### src/hw/rsreg_pkg.sv
// shared constants for the recirculating shift register block
package rsreg_pkg;
    // channel length in bits
    localparam int CHAN_BITS = 1024;
    // channel count of the dual build
    localparam int CHAN_COUNT = 2;
    // system clock rate
    localparam int CLK_HZ = 10000000;
    // fastest allowed shift rate
    localparam int MAX_SHIFT_HZ = 1000000;
    // least system cycles between two shifts, rounded up
    localparam int SHIFT_GAP_CYC = (CLK_HZ + MAX_SHIFT_HZ - 1) / MAX_SHIFT_HZ;
    // slowest allowed shift rate, ceramic and plastic packages
    localparam int MIN_SHIFT_HZ = 1000;
    localparam int MIN_SHIFT_HZ_PLASTIC = 100000;
    // longest system cycles between shifts before contents are lost
    localparam int HOLD_MAX_CYC = CLK_HZ / MIN_SHIFT_HZ;
    // staging fifo shape
    localparam int FIFO_DEPTH = 4;
endpackage

### src/hw/rsreg_core.sv
// recirculating serial shift register channels with select-gated output
// Summary of operation
// RULE1: each channel recirculates 1024 bits; one or two channels
// RULE2: write high, both selects low: take input bit
// RULE3: otherwise the leaving bit re-enters the register
// RULE4: selected: drive output; deselected: release shared line
// RULE5: controller keeps shift rate at or below 1 MHz
// RULE6: controller keeps shifting above minimum rate
// RULE7: one bit advance per applied clock cycle
`timescale 1ns/10ps
module rsreg_core #(
    parameter int CHANNELS = rsreg_pkg::CHAN_COUNT,
    parameter int BITS = rsreg_pkg::CHAN_BITS,
    parameter int DEPTH = rsreg_pkg::FIFO_DEPTH,
    parameter int HOLD_MAX = rsreg_pkg::HOLD_MAX_CYC
) (
    // clock and reset
    input wire logic clock,
    input wire logic rst_n,
    // pins from ttl control logic
    input wire logic shift_clk,
    input wire logic [CHANNELS-1:0] data_in,
    input wire logic write_en,
    input wire logic sel_x_n,
    input wire logic sel_y_n,
    // shared output line, three signals
    output logic [CHANNELS-1:0] data_out,
    output logic [CHANNELS-1:0] data_out_oe,
    input wire logic [CHANNELS-1:0] data_out_in,
    // staged output bits for local consumer
    output logic bit_valid,
    input wire logic bit_ready,
    output logic [CHANNELS-1:0] bit_data,
    // status
    output logic rate_fault,
    output logic hold_fault,
    output logic stage_overflow
);
    localparam int GW = $clog2(rsreg_pkg::SHIFT_GAP_CYC + 1);
    localparam int HW = $clog2(HOLD_MAX + 1);
    localparam logic [GW-1:0] GAP = GW'(rsreg_pkg::SHIFT_GAP_CYC);
    localparam logic [HW-1:0] HOLD = HW'(HOLD_MAX);

    logic [2:0] clk_sync;
    logic [1:0] wr_sync;
    logic [1:0] sx_sync;
    logic [1:0] sy_sync;
    logic [CHANNELS-1:0] d_s1;
    logic [CHANNELS-1:0] d_s2;
    logic shift_pulse;
    logic selected;
    logic take_input;
    logic [BITS-1:0] ring [CHANNELS];
    logic [CHANNELS-1:0] tail;
    logic [CHANNELS-1:0] next_head;
    logic [GW-1:0] gap_cnt;
    logic [HW-1:0] hold_cnt;
    logic fifo_in_ready;
    logic unused_out_in;

    // two-flop synchronisers, third stage for edge detect
    always_ff @(posedge clock or negedge rst_n) begin
        if (!rst_n) begin
            clk_sync <= 3'h0;
            wr_sync <= 2'h0;
            sx_sync <= 2'h3;
            sy_sync <= 2'h3;
            d_s1 <= '0;
            d_s2 <= '0;
        end else begin
            clk_sync <= {clk_sync[1:0], shift_clk};
            wr_sync <= {wr_sync[0], write_en};
            sx_sync <= {sx_sync[0], sel_x_n};
            sy_sync <= {sy_sync[0], sel_y_n};
            d_s1 <= data_in;
            d_s2 <= d_s1;
        end
    end

    // RULE7: one shift per clock rise
    assign shift_pulse = clk_sync[1] && !clk_sync[2];
    assign selected = !sx_sync[1] && !sy_sync[1];
    // RULE2: write needs both selects
    assign take_input = wr_sync[1] && selected;

    // per channel recirculation
    always_comb begin
        for (int c = 0; c < CHANNELS; c++) begin
            tail[c] = ring[c][BITS-1];
            // RULE3: recirculate unless written
            next_head[c] = take_input ? d_s2[c] : tail[c];
        end
    end

    // RULE1: 1024-bit rings, no reset by design
    always_ff @(posedge clock) begin
        if (shift_pulse) begin
            for (int c = 0; c < CHANNELS; c++) begin
                ring[c] <= {ring[c][BITS-2:0], next_head[c]};
            end
        end
    end

    // RULE4: drive output when selected
    always_ff @(posedge clock or negedge rst_n) begin
        if (!rst_n) begin
            data_out <= '0;
            data_out_oe <= '0;
        end else begin
            data_out <= tail;
            data_out_oe <= {CHANNELS{selected}};
        end
    end
    assign unused_out_in = ^data_out_in;

    // RULE5: shift spacing watch
    always_ff @(posedge clock or negedge rst_n) begin
        if (!rst_n) begin
            gap_cnt <= GAP;
            rate_fault <= 1'b0;
        end else if (shift_pulse) begin
            rate_fault <= rate_fault || (gap_cnt < GAP);
            gap_cnt <= '0;
        end else if (gap_cnt < GAP) begin
            gap_cnt <= gap_cnt + 1'b1;
        end
    end

    // RULE6: storage hold time watch
    always_ff @(posedge clock or negedge rst_n) begin
        if (!rst_n) begin
            hold_cnt <= '0;
            hold_fault <= 1'b0;
        end else if (shift_pulse) begin
            hold_cnt <= '0;
        end else if (hold_cnt < HOLD) begin
            hold_cnt <= hold_cnt + 1'b1;
        end else begin
            hold_fault <= 1'b1;
        end
    end

    // staging of read bits while selected
    rsreg_fifo #(
        .WIDTH(CHANNELS),
        .DEPTH(DEPTH)
    ) u_stage (
        .clock(clock),
        .rst_n(rst_n),
        .in_valid(shift_pulse && selected),
        .in_ready(fifo_in_ready),
        .in_data(tail),
        .out_valid(bit_valid),
        .out_ready(bit_ready),
        .out_data(bit_data)
    );

    // sticky loss of a staged bit
    always_ff @(posedge clock or negedge rst_n) begin
        if (!rst_n) begin
            stage_overflow <= 1'b0;
        end else if (shift_pulse && selected && !fifo_in_ready) begin
            stage_overflow <= 1'b1;
        end
    end

    // RULE2: written bit enters head
    AST_WRITE_HEAD: assert property (@(posedge clock) disable iff (!rst_n) // RULE2
        shift_pulse && take_input |=> ring[0][0] == $past(d_s2[0])) else $error("input bit not written");
    // RULE1: last channel written on its own
    AST_WRITE_LAST: assert property (@(posedge clock) disable iff (!rst_n) // RULE1
        shift_pulse && take_input |=> ring[CHANNELS-1][0] == $past(d_s2[CHANNELS-1]))
        else $error("last channel bit not written");
    // RULE3: recirculated bit enters head
    AST_RECIRC_HEAD: assert property (@(posedge clock) disable iff (!rst_n) // RULE3
        shift_pulse && !take_input |=> ring[0][0] === $past(tail[0])) else $error("bit not recirculated");
    // RULE1: last channel recirculates alone
    AST_RECIRC_LAST: assert property (@(posedge clock) disable iff (!rst_n) // RULE1
        shift_pulse && !take_input |=> ring[CHANNELS-1][0] === $past(tail[CHANNELS-1]))
        else $error("last channel bit not recirculated");
    // RULE7: ring[0][1] holds between shifts, unwritten X value included
    AST_HOLD_STILL: assert property (@(posedge clock) disable iff (!rst_n) // RULE7
        !shift_pulse |=> ring[0][1] === $past(ring[0][1])) else $error("ring moved without clock");
    // RULE7: tail holds between shifts
    AST_TAIL_STILL: assert property (@(posedge clock) disable iff (!rst_n) // RULE7
        !shift_pulse |=> tail[0] === $past(tail[0])) else $error("tail moved without clock");
    // RULE7: shift moves bit one place
    AST_ONE_STEP: assert property (@(posedge clock) disable iff (!rst_n) // RULE7
        shift_pulse |=> ring[0][1] === $past(ring[0][0])) else $error("shift not by one");
    // RULE7: tail takes the next bit
    AST_TAIL_STEP: assert property (@(posedge clock) disable iff (!rst_n) // RULE7
        shift_pulse |=> tail[0] === $past(ring[0][BITS-2])) else $error("tail not advanced by one");
    // RULE4: enable follows selects
    AST_OE_SELECT: assert property (@(posedge clock) disable iff (!rst_n) // RULE4
        selected |=> data_out_oe[0]) else $error("selected output not driven");
    // RULE4: deselected line released
    AST_OE_RELEASE: assert property (@(posedge clock) disable iff (!rst_n) // RULE4
        !selected |=> !data_out_oe[0]) else $error("deselected output driven");
    // RULE4: last channel enable follows selects
    AST_OE_LAST: assert property (@(posedge clock) disable iff (!rst_n) // RULE4
        selected |=> data_out_oe[CHANNELS-1]) else $error("selected last output not driven");
    // RULE4: last channel released when deselected
    AST_OE_LAST_RELEASE: assert property (@(posedge clock) disable iff (!rst_n) // RULE4
        !selected |=> !data_out_oe[CHANNELS-1]) else $error("deselected last output driven");
    // RULE4: output shows tail bit
    AST_OUT_TAIL: assert property (@(posedge clock) disable iff (!rst_n) // RULE4
        data_out_oe[0] |-> data_out[0] === $past(tail[0])) else $error("output not register tail");
    // RULE5: fast shifts flagged
    AST_RATE_FLAG: assert property (@(posedge clock) disable iff (!rst_n) // RULE5
        shift_pulse && gap_cnt < GAP |=> rate_fault) else $error("fast shift not flagged");
    // RULE6: long stall flagged
    AST_HOLD_FLAG: assert property (@(posedge clock) disable iff (!rst_n) // RULE6
        hold_cnt == HOLD && !shift_pulse |=> hold_fault) else $error("stall not flagged");

    COV_WRITE: cover property (@(posedge clock) disable iff (!rst_n) shift_pulse && take_input);
    COV_RECIRC_SEL: cover property (@(posedge clock) disable iff (!rst_n) shift_pulse && selected && !take_input);
    COV_DESEL: cover property (@(posedge clock) disable iff (!rst_n) shift_pulse && !selected);
    COV_FULL: cover property (@(posedge clock) disable iff (!rst_n) !fifo_in_ready);
    COV_FAST: cover property (@(posedge clock) disable iff (!rst_n) shift_pulse && gap_cnt < GAP);
endmodule

### src/hw/rsreg_fifo.sv
// small valid/ready fifo in flip-flops
`timescale 1ns/10ps
module rsreg_fifo #(
    parameter int WIDTH = 1,
    parameter int DEPTH = 4
) (
    // clock and reset
    input wire logic clock,
    input wire logic rst_n,
    // fill side
    input wire logic in_valid,
    output logic in_ready,
    input wire logic [WIDTH-1:0] in_data,
    // drain side
    output logic out_valid,
    input wire logic out_ready,
    output logic [WIDTH-1:0] out_data
);
    localparam int AW = $clog2(DEPTH);
    logic [WIDTH-1:0] mem [DEPTH];
    logic [AW-1:0] wr_idx;
    logic [AW-1:0] rd_idx;
    logic [AW:0] count;
    logic push;
    logic pop;

    // handshakes
    assign in_ready = (count != (AW+1)'(DEPTH));
    assign out_valid = (count != '0);
    assign push = in_valid && in_ready;
    assign pop = out_valid && out_ready;
    assign out_data = mem[rd_idx];

    // storage write
    always_ff @(posedge clock) begin
        if (push) begin
            mem[wr_idx] <= in_data;
        end
    end

    // pointers and fill level
    always_ff @(posedge clock or negedge rst_n) begin
        if (!rst_n) begin
            wr_idx <= '0;
            rd_idx <= '0;
            count <= '0;
        end else begin
            if (push) begin
                wr_idx <= (wr_idx == AW'(DEPTH - 1)) ? '0 : wr_idx + 1'b1;
            end
            if (pop) begin
                rd_idx <= (rd_idx == AW'(DEPTH - 1)) ? '0 : rd_idx + 1'b1;
            end
            count <= count + (AW+1)'(push) - (AW+1)'(pop);
        end
    end

    AST_FIFO_NO_OVERFLOW: assert property (@(posedge clock) disable iff (!rst_n)
        count <= (AW+1)'(DEPTH)) else $error("fifo level above depth");
endmodule

### config.mk
export PLATFORM = sky130hd
export DESIGN_NAME = rsreg_core
export DESIGN_NICKNAME = d
export VERILOG_FILES = /design/src/hw/rsreg_pkg.sv /design/src/hw/rsreg_core.sv /design/src/hw/rsreg_fifo.sv
export SDC_FILE = /design/constraint.sdc
export NUM_CORES = 1
export LEC_CHECK = 0
export ABC_AREA = 1
export ABC_CLOCK_PERIOD_IN_PS = 33800
export BUFFER_PORTS_ARGS = -buffer_cell sky130_fd_sc_hd__buf_2
export CORE_ASPECT_RATIO = 0.5
export CORE_MARGIN = 2
export CORE_UTILIZATION = 62
export CTS_CLUSTER_DIAMETER = 40
export CTS_CLUSTER_SIZE = 24
export DETAILED_ROUTE_END_ITERATION = 16
export PLACE_DENSITY = 0.78
export SLEW_MARGIN = 25
export SYNTH_ARGS = -nofsm -noshare
export SYNTH_HDL_FRONTEND = slang
export SYNTH_SLANG_ARGS = --single-unit
export TNS_END_PERCENT = 30
### constraint.sdc
create_clock -name clock -period 33.8 [get_ports clock]
set_clock_uncertainty 0.05 [all_clocks]
set_input_delay 3.38 -clock clock [delete_from_list [all_inputs] [get_ports clock]]
set_output_delay 3.38 -clock clock [all_outputs]
set_load 0.02 [all_outputs]
# [Word level (Yosys, flattened, before mapping)]
# Memory sizes are Yosys's and may differ from the RTL's.
# Index checks and enable logic that the tools add are counted.
[classes] addsub=6 order_cmp=2 n_bitwise=2 reduce_logical=16 mux=12 n_eq_ne=3
[ops] op="14-bit two-way mux" count=2
[ops] op="14-bit by 1-bit adder with 14-bit output, second input constant" count=1
[ops] op="14-bit less-than comparator, second input constant" count=1
[ops] op="4-bit two-way mux" count=2
[ops] op="1-bit logical AND" count=7
[ops] op="1-bit two-way mux" count=6
[ops] op="2-bit by 1-bit adder with 2-bit output, second input constant" count=2
[ops] op="4-bit by 1-bit adder with 4-bit output, second input constant" count=1
[ops] op="2-bit equality test, second input constant" count=2
[ops] op="1-bit logical NOT" count=4
[ops] op="4-bit less-than comparator, second input constant" count=1
[ops] op="2-bit two-way mux" count=2
[ops] op="2-bit nonzero test" count=2
[ops] op="3-bit by 1-bit adder with 3-bit output" count=1
[ops] op="3-bit != test, second input constant" count=1
[ops] op="3-bit nonzero test" count=1
[ops] op="3-bit by 1-bit subtractor with 3-bit output" count=1
[ops] op="1-bit inverter" count=2
[ops] op="2-bit AND reduction" count=1
[ops] op="1-bit logical OR" count=1
[totals] word_cells=59 mem_bits_rw=2056 input_bits=11 memories=2 out_inout_bits=10 reg_bits=44
[mem_list] memory="ring" words=2 word_bits=1024 read_ports=2 rd_ports_with_merged_regs=0 wr=2 line_no="rsreg_core.sv:53" rtl="logic [BITS-1:0] ring [CHANNELS];"
[mem_list] memory="u_stage.mem" words=4 word_bits=2 read_ports=1 rd_ports_with_merged_regs=0 wr=1 line_no="rsreg_fifo.sv:20" rtl="logic [WIDTH-1:0] mem [DEPTH];"

# [Logic depth before layout (Yosys ltp)]
# Gate-level depths: netlist (run 1).
[depth] depth_word=6 mapped_depth=9 depth_no_buf=8

# [Modules after synthesis]
# A second synthesis (run 1) with hierarchy kept.
[unflattened] hier_cells=2308 hier_area_um2=63931.3
[modules_own_cells] mod="rsreg_core" instances=1 seq_area_each_um2=62432.4 cells_per_inst=2229 area_each_um2=63146.8
[modules_own_cells] mod="rsreg_fifo" instances=1 seq_area_each_um2=415.4 cells_per_inst=79 area_each_um2=784.5

# [Least setup slack after synthesis (run 1)]
# No wires, ideal clock.
[synth_path] path_type="register to register" from="reg clk_sync[2]" to="mem ring[0][0] (netlist name), enable pin" stages_incl_launch_ff=4 arrival_ns=22.279 required_time_ns=32.282 setup_time_ns=1.468 path_slack_ns=10.003 path_buffers=1 period_less_slack_ns=23.797 path_cell_list="dfrtp_1 or2_1 buf_2 inv_2"
[synth_lines] item="start, declared" line_no="rsreg_core.sv:44" rtl="logic [2:0] clk_sync;"
[synth_lines] item="start signal, assigned" line_no="rsreg_core.sv:71" rtl="clk_sync <= {clk_sync[1:0], shift_clk};"
[synth_lines] item="end, declared" line_no="rsreg_core.sv:53"

# [Worst setup path after layout (run 1)]
[layout_path] from="reg u_stage.rd_idx[0]" to="out bit_data[0]"
[layout_between] elab_chain_cells=1
[layout_rtl] item="start, declared" line_no="rsreg_fifo.sv:22" rtl="logic [AW-1:0] rd_idx;"
[layout_rtl] item="start signal, assigned" line_no="rsreg_fifo.sv:52" rtl="rd_idx <= (rd_idx == AW'(DEPTH - 1)) ? '0 : rd_idx + 1'b1;"
[layout_rtl] item="memory 4 x 2 bit"
[layout_rtl] item="end, declared" line_no="rsreg_core.sv:33" rtl="output logic [CHANNELS-1:0] bit_data,"
# Every way passes these cells.

==> impl_metrics.json, run 1 <==
{
  "hpwl_mm": 32.79,
  "ys_warn_count": 0,
  "cp.arrival_ns": 1.90,
  "cts-buffers-inserted": 121,
  "fin_area_um2": 70260,
  "cts.repair.resized": 0,
  "h-tree-depth": 3,
  "cp_data_required_time_ns": 30.37,
  "worstMarginPinSlew_ns": 1.041,
  "grt_pass1_wl_mm": 137.7,
  "p_leak_nw": 16.28,
  "dp.cells": 3698,
  "grtUsageMet1": 0.2778,
  "port_buffers": 18,
  "status": "finished clean",
  "area_growth_pct": 9.935,
  "ir_drop_mv": 0.04303,
  "p_per_area_nw_per_um2": 66.42,
  "start_util": 0.6242,
  "dr.pass1.iters": 6,
  "postCtsSetupBuffers": 0,
  "r2r-end": "ring[0][1576]$_DFFE_PN_",
  "path_class": "register to output port",
  "whs_ns": 0.3018,
  "cts.sinks": 2100,
  "ff2ff_path_depth": 7,
  "seqPwrFrac": 0.615,
  "boundaryPins": 21,
  "grt.busiest_layer": "met1",
  "synth_area_um2": 63910,
  "ys_seq_area_frac": 0.9834,
  "grt_max_degree": 222,
  "die_y_um": 231.0,
  "clkTransAtPathRegs_ns": 0.09,
  "use_met3": 0.03232,
  "met2_usage": 0.2530,
  "post-route-period-util": 0.1578,
  "synth_fp_nets": 2325,
  "min_to": "d_s2[0]$_DFF_PN0_",
  "grt_overflow": 0,
  "fp.coreArea_um2": 102400,
  "ant_nets": 0,
  "clkPwrFrac": 0.364,
  "final.min_clock_period_ns": 5.335,
  "intPower_mw": 3.697,
  "final_net_count": 2483,
  "drc": 0,
  "pre_cts_ws_ns": 27.89,
  "fin_ws_ns": 28.47,
  "grt_pass1_vias": 21630,
  "setup_viol": 0,
  "wire_per_inst_um": 23.63,
  "drt_iter0_markers": 2647,
  "setup_tns_ns": 0,
  "slew_violations": 0,
  "clockBufferDepth": 3,
  "max_freq_mhz": 187.5,
  "cp-end-kind": "output port",
  "drv_cap": 0,
  "rrSetupSlack_ns": 28.55,
  "hold_buffers": 0,
  "dieWidth_um": 458.1,
  "synth_cell_type_count": 34,
  "viasPerCell": 5.641,
  "gr-usage-all-layers": 0.1749,
  "core.rowCount": 83,
  "clk-insertion-delay-late_ns": 0.75,
  "cp-start-kind": "register",
  "finalNonFillerCells": 3922,
  "gp_congestion": 0.7441,
  "hold_depth": 0,
  "p_sw_frac": 0.2077,
  "finish.utilization": 0.6862,
  "placed_area_um2": 65870,
  "cts_root_buf": "clkbuf_16",
  "die_area_um2": 105800,
  "cts_tree": "yes",
  "vias": 22130,
  "rsz0062_at_grt": "no",
  "min_path_type": "register to register",
  "ys_ff_latch": 2100,
  "crit_path_max_fanout": 7,
  "p_comb_frac": 0.021,
  "total_power_mw": 4.667,
  "antenna_found_initial": 5,
  "avgSynthCellArea_um2": 27.74,
  "wl_mm": 92.68,
  "p_switching_uw": 969.4,
  "timing.rr.start": "clk_sync[1]$_DFF_PN0_",
  "worstHoldStart": "d_s1[0]$_DFF_PN0_",
  "slew_headroom": 0.3060,
  "finalHoldViolCount": 0,
  "antenna_cells": 0,
  "drive_gt1_frac": 0.1050,
  "syn_inst": 2304
}
-- power by group through the flow --
stage	clock [mW]	sequential (mW)	combinational (mW)
finish	1.70	2.87	0.0974
global route	1.83	2.87	0.106
CTS	1.75	2.87	0.0963
detailed placement	0	2.93	0.0881
global placement	0	2.92	0.0813
floorplan	0	3.03	0.0618
-- kinds of logic after synthesis --
logic type / synth area share
AO/OA/AOI/OAI: 0.002036
XOR/XNOR: 0.0006853
adder cells (fa/ha/maj): 0.002075
buffers and inverters: 0.002427
flip-flops: 0.9834
multiplexers: 0.0003524
AND/OR/NAND/NOR: 0.009064
-- flip-flops by register name, summed over array words and instances (netlist names), 3 cells and up --
register / flops
u_stage.count: 3
clk_sync: 3
hold_cnt: 14
ring: 2048
u_stage.mem: 8
gap_cnt: 4
-- how the worst max path moves through the flow --
stage / from / end / slack (ns) / cells after the start
after global placement: clk_sync[1]$_DFF_PN0_ / ring[0][1555]$_DFFE_PN_ / 27.97 / 7
after global routing: clk_sync[1]$_DFF_PN0_ / ring[0][1576]$_DFFE_PN_ / 28.10 / 7
after detailed placement: clk_sync[1]$_DFF_PN0_ / ring[0][1571]$_DFFE_PN_ / 27.89 / 7
final: u_stage.rd_idx[0]$_DFFE_PN0P_ / bit_data[0] / 28.47 / 4
after CTS: clk_sync[1]$_DFF_PN0_ / ring[0][1576]$_DFFE_PN_ / 27.74 / 7
after floorplan: clk_sync[2]$_DFF_PN0_ / ring[0][0]$_DFFE_PN_ / 10.00 / 3
-- placed cells by master, fill, tap and decap left out, types with 14 or more instances in the layout --
cell / count
buf_2: 18
bufinv_16: 16
clkbuf_16: 123
clkinv_4: 14
dfrtp_1: 38
edfxtp_1: 2056
inv_1: 29
inv_6: 18
nand2_1: 64
nand3_1: 15
nor2_1: 30
-- cell type report --
| class | instances | area [µm²] |
|---|---|---|
| clock buffers | 130 | 3114 |
| repair buffers | 40 | 342.8 |
| flip-flops and latches | 2100 | 62850 |
| clock inverters | 93 | 1217 |
| multi-input cells | 168 | 908.4 |
| fillers | 5643 | 32130 |
| well taps | 1360 | 1702 |
| inverters | 31 | 128.9 |
-- critical path, cell delays in order, from the launching register on --
cell	delay, ns
dfrtp_1	0.49
inv_1	0.14
o21ai_0	0.24
o22ai_1	0.12
buf_2	0.18
-- metal layers --
layer / share of wire / wire [µm] / up-vias
li1: - / - / 9511
met1: 0.47 / 43390 / 11520
met2: 0.45 / 41370 / 901
met3: 0.060 / 5548 / 188
met4: 0.025 / 2358 / 2
met5: 0.00013 / 12 / -
-- synth_stat cells --
cell type,n,share of area
fa_1,1,0.00031
dfrtp_1,38,0.015
nor2_8,1,0.00031
o21ai_2,2,0.00027
nor2_2,1,0.000098
a31o_2,1,0.00014
inv_1,29,0.0017
nand2_2,1,0.000098
buf_6,2,0.00035
buf_2,1,0.000078
nor3_2,1,0.00016
o22ai_1,2,0.00020
nor2_1,30,0.0018
nor2_4,2,0.00035
o21ai_0,10,0.00078
ha_1,9,0.0018
nand4_1,10,0.00098
a21boi_0,1,0.00012
xnor2_1,2,0.00027
clkbuf_1,1,0.000059
a21oi_1,4,0.00031
edfxtp_1,2056,0.97
buf_4,1,0.00012
a31oi_1,1,0.000098
or2_1,2,0.00020
mux2_2,2,0.00035
dfstp_2,6,0.0025
nand3_1,15,0.0012
and3_1,1,0.000098
nand2_1,64,0.0038
o21bai_1,1,0.00012
inv_2,2,0.00012
xor2_1,3,0.00041
nor3_1,1,0.000078
No activity file was read; power rests on OpenSTA's default activity.
==> inputs of run 2 (changes only) <==
--- a/config.mk
+++ b/config.mk
@@ -6,7 +6,7 @@
 export NUM_CORES = 1
 export LEC_CHECK = 0
 export ABC_AREA = 1
-export ABC_CLOCK_PERIOD_IN_PS = 33800
+export ABC_CLOCK_PERIOD_IN_PS = 5500
 export BUFFER_PORTS_ARGS = -buffer_cell sky130_fd_sc_hd__buf_2
 export CORE_ASPECT_RATIO = 0.5
 export CORE_MARGIN = 2
==> constraint.sdc (replaced) <==
create_clock -name clock -period 5.5 [get_ports clock]
set_clock_uncertainty 0.05 [all_clocks]
set_input_delay 0.55 -clock clock [delete_from_list [all_inputs] [get_ports clock]]
set_output_delay 0.55 -clock clock [all_outputs]
set_load 0.02 [all_outputs]
==> impl_metrics.json, run 2 (synthesis gave the netlist of run 1 again) <==
{
  "max_stage_delay_ns": 0.83,
  "hold_buffers": 7,
  "cp_slowest_cell": "buf_4",
  "die_area_um2": 105800,
  "start_util": 0.6242,
  "fp.coreArea_um2": 102400,
  "antenna_cells": 0,
  "clockBufferDepth": 3,
  "rsz0062_at_grt": "no",
  "h-tree-depth": 3,
  "final.min_clock_period_ns": 3.492,
  "timing.rr.start": "clk_sync[1]$_DFF_PN0_",
  "ff2ff_path_depth": 5,
  "finalHoldViolCount": 0,
  "top_register": "ring",
  "drt_iter0_markers": 2405,
  "drc": 0,
  "cp-start-kind": "register",
  "clk-insertion-delay-late_ns": 0.77,
  "core.rowCount": 83,
  "rrSetupSlack_ns": 2.01,
  "hold_depth": 3,
  "drive_gt1_frac": 0.09699,
  "intPower_mw": 22.25,
  "finish.utilization": 0.6840,
  "cts.repair.resized": 0,
  "die_y_um": 231.0,
  "ir_drop_mv": 0.3104,
  "gp_congestion": 0.7275,
  "cts.sinks": 2100,
  "crit_chain": "inv_1 > or2_1 > clkinv_16 > buf_16 > buf_4",
  "boundaryPins": 21,
  "min_to": "u_stage.rd_idx[0]$_DFFE_PN0P_",
  "r2r-end": "ring[0][32]$_DFFE_PN_",
  "whs_ns": 0.2532,
  "viasPerCell": 5.501,
  "wire_per_inst_um": 22.35,
  "vias": 21550,
  "post-route-period-util": 0.6349,
  "top_regs": "ring: 2048 flops, hold_cnt: 14 flops, u_stage.mem: 8 flops",
  "fin_area_um2": 70040,
  "grt_pass1_vias": 20900,
  "drv_cap": 0,
  "cts_root_buf": "clkbuf_16",
  "ant_nets": 0,
  "worstHoldStart": "bit_ready",
  "cts_tree": "yes",
  "p_leak_nw": 16.16,
  "clkTransAtPathRegs_ns": 0.09,
  "status": "finished clean",
  "path_class": "register to register",
  "crit_path_max_fanout": 147,
  "p_per_area_nw_per_um2": 399.3,
  "cp.arrival_ns": 3.81,
  "antenna_found_initial": 4,
  "clkPwrFrac": 0.350,
  "dr.pass1.iters": 7,
  "placed_area_um2": 65970,
  "largest_reg_flops": 2048,
  "postCtsSetupBuffers": 0,
  "slew_headroom": 0.3393,
  "port_buffers": 18,
  "grt_pass1_wl_mm": 128.4,
  "wl_mm": 87.54,
  "p_sw_frac": 0.2043,
  "seqPwrFrac": 0.630,
  "worstMarginPinSlew_ns": 0.9910,
  "cp-end-kind": "register",
  "setup_tns_ns": 0,
  "p_comb_frac": 0.020,
  "hpwl_mm": 34.20,
  "pre_cts_ws_ns": 2.375,
  "grt_max_degree": 232,
  "max_freq_mhz": 286.4,
  "final_common_cell": "edfxtp_1",
  "final_net_count": 2487,
  "p_switching_mw": 5.712,
  "final_cell_mix": "edfxtp_1, clkbuf_16, nand2_1",
  "slew_violations": 0,
  "gr-usage-all-layers": 0.1634,
  "min_path_type": "input port to register",
  "dieWidth_um": 458.1,
  "cts-buffers-inserted": 117,
  "area_growth_pct": 9.593,
  "setup_viol": 0,
  "fin_ws_ns": 2.008,
  "grt_overflow": 0,
  "cp_data_required_time_ns": 5.82
}
run 2: layout make-up:
cell class	count	area, µm²
well taps	1360	1702
inverters	31	142.6
multi-input cells	168	908.4
fillers	5740	32350
repair buffers	48	467.9
clock inverters	85	1016
clock buffers	125	2958
flip-flops and latches	2100	62850
run 2: power groups by stage:
stage               clock network (mW)  logic, mW  registers (mW)
global route                      10.6      0.645            17.6
CTS                               10.1      0.576            17.6
finish                            9.78      0.572            17.6
global placement                     0      0.509            18.0
floorplan                            0      0.381            18.1
detailed placement                   0      0.550            18.0
run 2: worst max-delay path by stage:
stage | from | to | cells past startpoint
floorplan | clk_sync[2]$_DFF_PN0_ | ring[0][0]$_DFFE_PN_ | 3
global route | clk_sync[1]$_DFF_PN0_ | ring[0][57]$_DFFE_PN_ | 5
global placement | clk_sync[1]$_DFF_PN0_ | hold_cnt[9]$_DFFE_PN0N_ | 7
detailed placement | clk_sync[1]$_DFF_PN0_ | hold_cnt[11]$_DFFE_PN0N_ | 7
finish | clk_sync[1]$_DFF_PN0_ | ring[0][32]$_DFFE_PN_ | 5
CTS | clk_sync[1]$_DFF_PN0_ | hold_cnt[8]$_DFFE_PN0N_ | 7
run 2: stage by stage:
step / instances / total power [mW]
finish: 3917 / 27.97
global placement: 3699 / 18.47
global route: 3917 / 28.87
CTS: 3916 / 28.26
detailed placement: 3699 / 18.52
floorplan: 2304 / 18.46
run 2: routing by layer:
metal | up-vias | share of wire | global-route usage
met4 | 0 | 0.019 | 0.04053
met3 | 157 | 0.046 | 0.03129
met1 | 11320 | 0.48 | 0.2542
met5 | - | 0 | 0
met2 | 582 | 0.46 | 0.2464
li1 | 9493 | - | -
run 2: critical path: cells and delay by family (launching register included):
| family | cells | cell delay (ns) |
|---|---|---|
| buffers and inverters | 4 | 1.80 |
| AND/OR/NAND/NOR | 1 | 0.56 |
| flip-flops | 1 | 0.38 |
==> inputs of run 3 (changes only) <==
--- a/config.mk
+++ b/config.mk
@@ -6,15 +6,15 @@
 export NUM_CORES = 1
 export LEC_CHECK = 0
 export ABC_AREA = 1
-export ABC_CLOCK_PERIOD_IN_PS = 5500
+export ABC_CLOCK_PERIOD_IN_PS = 2800
 export BUFFER_PORTS_ARGS = -buffer_cell sky130_fd_sc_hd__buf_2
 export CORE_ASPECT_RATIO = 0.5
 export CORE_MARGIN = 2
-export CORE_UTILIZATION = 62
+export CORE_UTILIZATION = 56
 export CTS_CLUSTER_DIAMETER = 40
 export CTS_CLUSTER_SIZE = 24
 export DETAILED_ROUTE_END_ITERATION = 16
-export PLACE_DENSITY = 0.78
+export PLACE_DENSITY = 0.74
 export SLEW_MARGIN = 25
 export SYNTH_ARGS = -nofsm -noshare
 export SYNTH_HDL_FRONTEND = slang
==> constraint.sdc (replaced) <==
create_clock -name clock -period 2.8 [get_ports clock]
set_clock_uncertainty 0.05 [all_clocks]
set_input_delay 0.28 -clock clock [delete_from_list [all_inputs] [get_ports clock]]
set_output_delay 0.28 -clock clock [all_outputs]
set_load 0.02 [all_outputs]
==> impl_metrics.json, run 3 (synthesis gave the netlist of run 1 again) <==
{
  "finalNonFillerCells": 4162,
  "dr.pass1.iters": 5,
  "clockBufferDepth": 3,
  "cts_tree": "yes",
  "timing.rr.start": "clk_sync[1]$_DFF_PN0_",
  "crit_path_max_fanout": 88,
  "gp_congestion": 0.7222,
  "drc": 0,
  "worstMarginPinSlew_ns": 0.7654,
  "ir_drop_mv": 0.6660,
  "grt_pass1_vias": 21330,
  "grt_max_degree": 97,
  "final.min_clock_period_ns": 2.280,
  "final_net_count": 2561,
  "ant_nets": 0,
  "cts.sinks": 2100,
  "vias": 21600,
  "postCtsSetupBuffers": 0,
  "start_util": 0.5662,
  "wl_mm": 84.86,
  "clk-insertion-delay-late_ns": 0.80,
  "p_per_area_nw_per_um2": 798.6,
  "area_growth_pct": 12.08,
  "setup_viol": 0,
  "core.rowCount": 87,
  "slew_violations": 0,
  "largest_reg_flops": 2048,
  "max_freq_mhz": 438.6,
  "die_y_um": 242.9,
  "top_register": "ring",
  "grt_overflow": 0,
  "port_buffers": 18,
  "post-route-period-util": 0.8144,
  "final_common_cell": "edfxtp_1",
  "top_regs": "ring: 2048 flops, hold_cnt: 14 flops, u_stage.mem: 8 flops",
  "cts_root_buf": "clkbuf_16",
  "cp_data_required_time_ns": 3.18,
  "drt_iter0_markers": 2368,
  "min_path_type": "input port to async pin",
  "dieWidth_um": 481.8,
  "gr-usage-all-layers": 0.1461,
  "finish.utilization": 0.6346,
  "die_area_um2": 117000,
  "antenna_cells": 0,
  "rrSetupSlack_ns": 0.52,
  "drive_gt1_frac": 0.1306,
  "cts.repair.resized": 0,
  "crit_path_start": "clk_sync[1]$_DFF_PN0_",
  "drv_cap": 0,
  "path_class": "register to register",
  "cp-end-kind": "register",
  "final_cell_mix": "edfxtp_1, clkbuf_16, nand2_1",
  "viasPerCell": 5.189,
  "status": "finished clean",
  "wire_per_inst_um": 20.39,
  "ff2ff_path_depth": 6,
  "fp.coreArea_um2": 112900,
  "antenna_found_initial": 8,
  "dp.cells": 3910,
  "rsz0062_at_grt": "no",
  "boundaryPins": 21,
  "finalHoldViolCount": 0,
  "slew_headroom": 0.4897,
  "clkTransAtPathRegs_ns": 0.09,
  "hpwl_mm": 33.44,
  "p_leak_nw": 16.88,
  "cp.arrival_ns": 2.66,
  "grt_pass1_wl_mm": 129.1,
  "h-tree-depth": 4,
  "cts-buffers-inserted": 133,
  "cp-start-kind": "register"
}
-- run 3: through the flow --
| stage | area, µm² | TNS, ns | setup WS [ns] | hold slack, ns | power [mW] |
|---|---|---|---|---|---|
| after floorplan | 63930 | -5546.82 | -2.687 | -0.06559 | 36.26 |
| after global placement | 66830 | 0 | 0.6906 | 0.2879 | 36.38 |
| after detailed placement | 66830 | 0 | 0.6337 | 0.2855 | 36.47 |
| after CTS | 71630 | 0 | 0.5849 | 0.03511 | 57.95 |
| after global routing | 71630 | 0 | 0.4453 | 0.1211 | 59.09 |
| final | 71630 | 0 | 0.5198 | 0.08133 | 57.20 |
-- run 3: final timing paths --
check	endpoint
max in group asynchronous	hold_cnt[12]$_DFFE_PN0N_
min in group clock	d_s1[1]$_DFF_PN0_
max reg2reg	ring[0][1849]$_DFFE_PN_
min reg2reg	clk_sync[1]$_DFF_PN0_
max	ring[0][1849]$_DFFE_PN_
min	u_stage.rd_idx[0]$_DFFE_PN0P_
-- run 3: cell type report --
type                            count  area, µm²
Clock inverter                     98       1236
Timing Repair Buffer              106       1121
Inverter                           31      142.6
Clock buffer                      146       3483
Tap cell                         1513       1893
Multi-Input combinational cell    168      908.4
Fill cell                        6880      41250
Sequential cell                  2100      62850
-- run 3: layer usage --
layer  vias to the layer above  track usage  share of wire
met2                       460       0.2063           0.44
met5                         -            0        0.00032
met4                         4      0.04601          0.018
met3                       115      0.02941          0.042
met1                     11310       0.2330           0.50
li1                       9702            -              -
-- run 3: timing repair --
| item | 4_1_cts | 5_1_grt |
|---|---|---|
| endpoints found under the setup margin | 0 | 0 |
| endpoints found under the hold margin | 44 | 0 |
| hold buffers | 8 | 0 |
-- run 3: report_power, final --
group	internal, mW	leakage (nW)	switching, mW
sequential	34.4	13.4	0.127
clock	10.8	2.27	10.7
combinational	0.316	1.16	0.865
-- run 3: critical path, cell delays in order, from the launching register on --
cell and delay, ns:
dfrtp_1 0.36, inv_1 0.05, or2_1 0.23, buf_4 0.23, clkinv_16 0.22, buf_12 0.26
buf_12 0.32
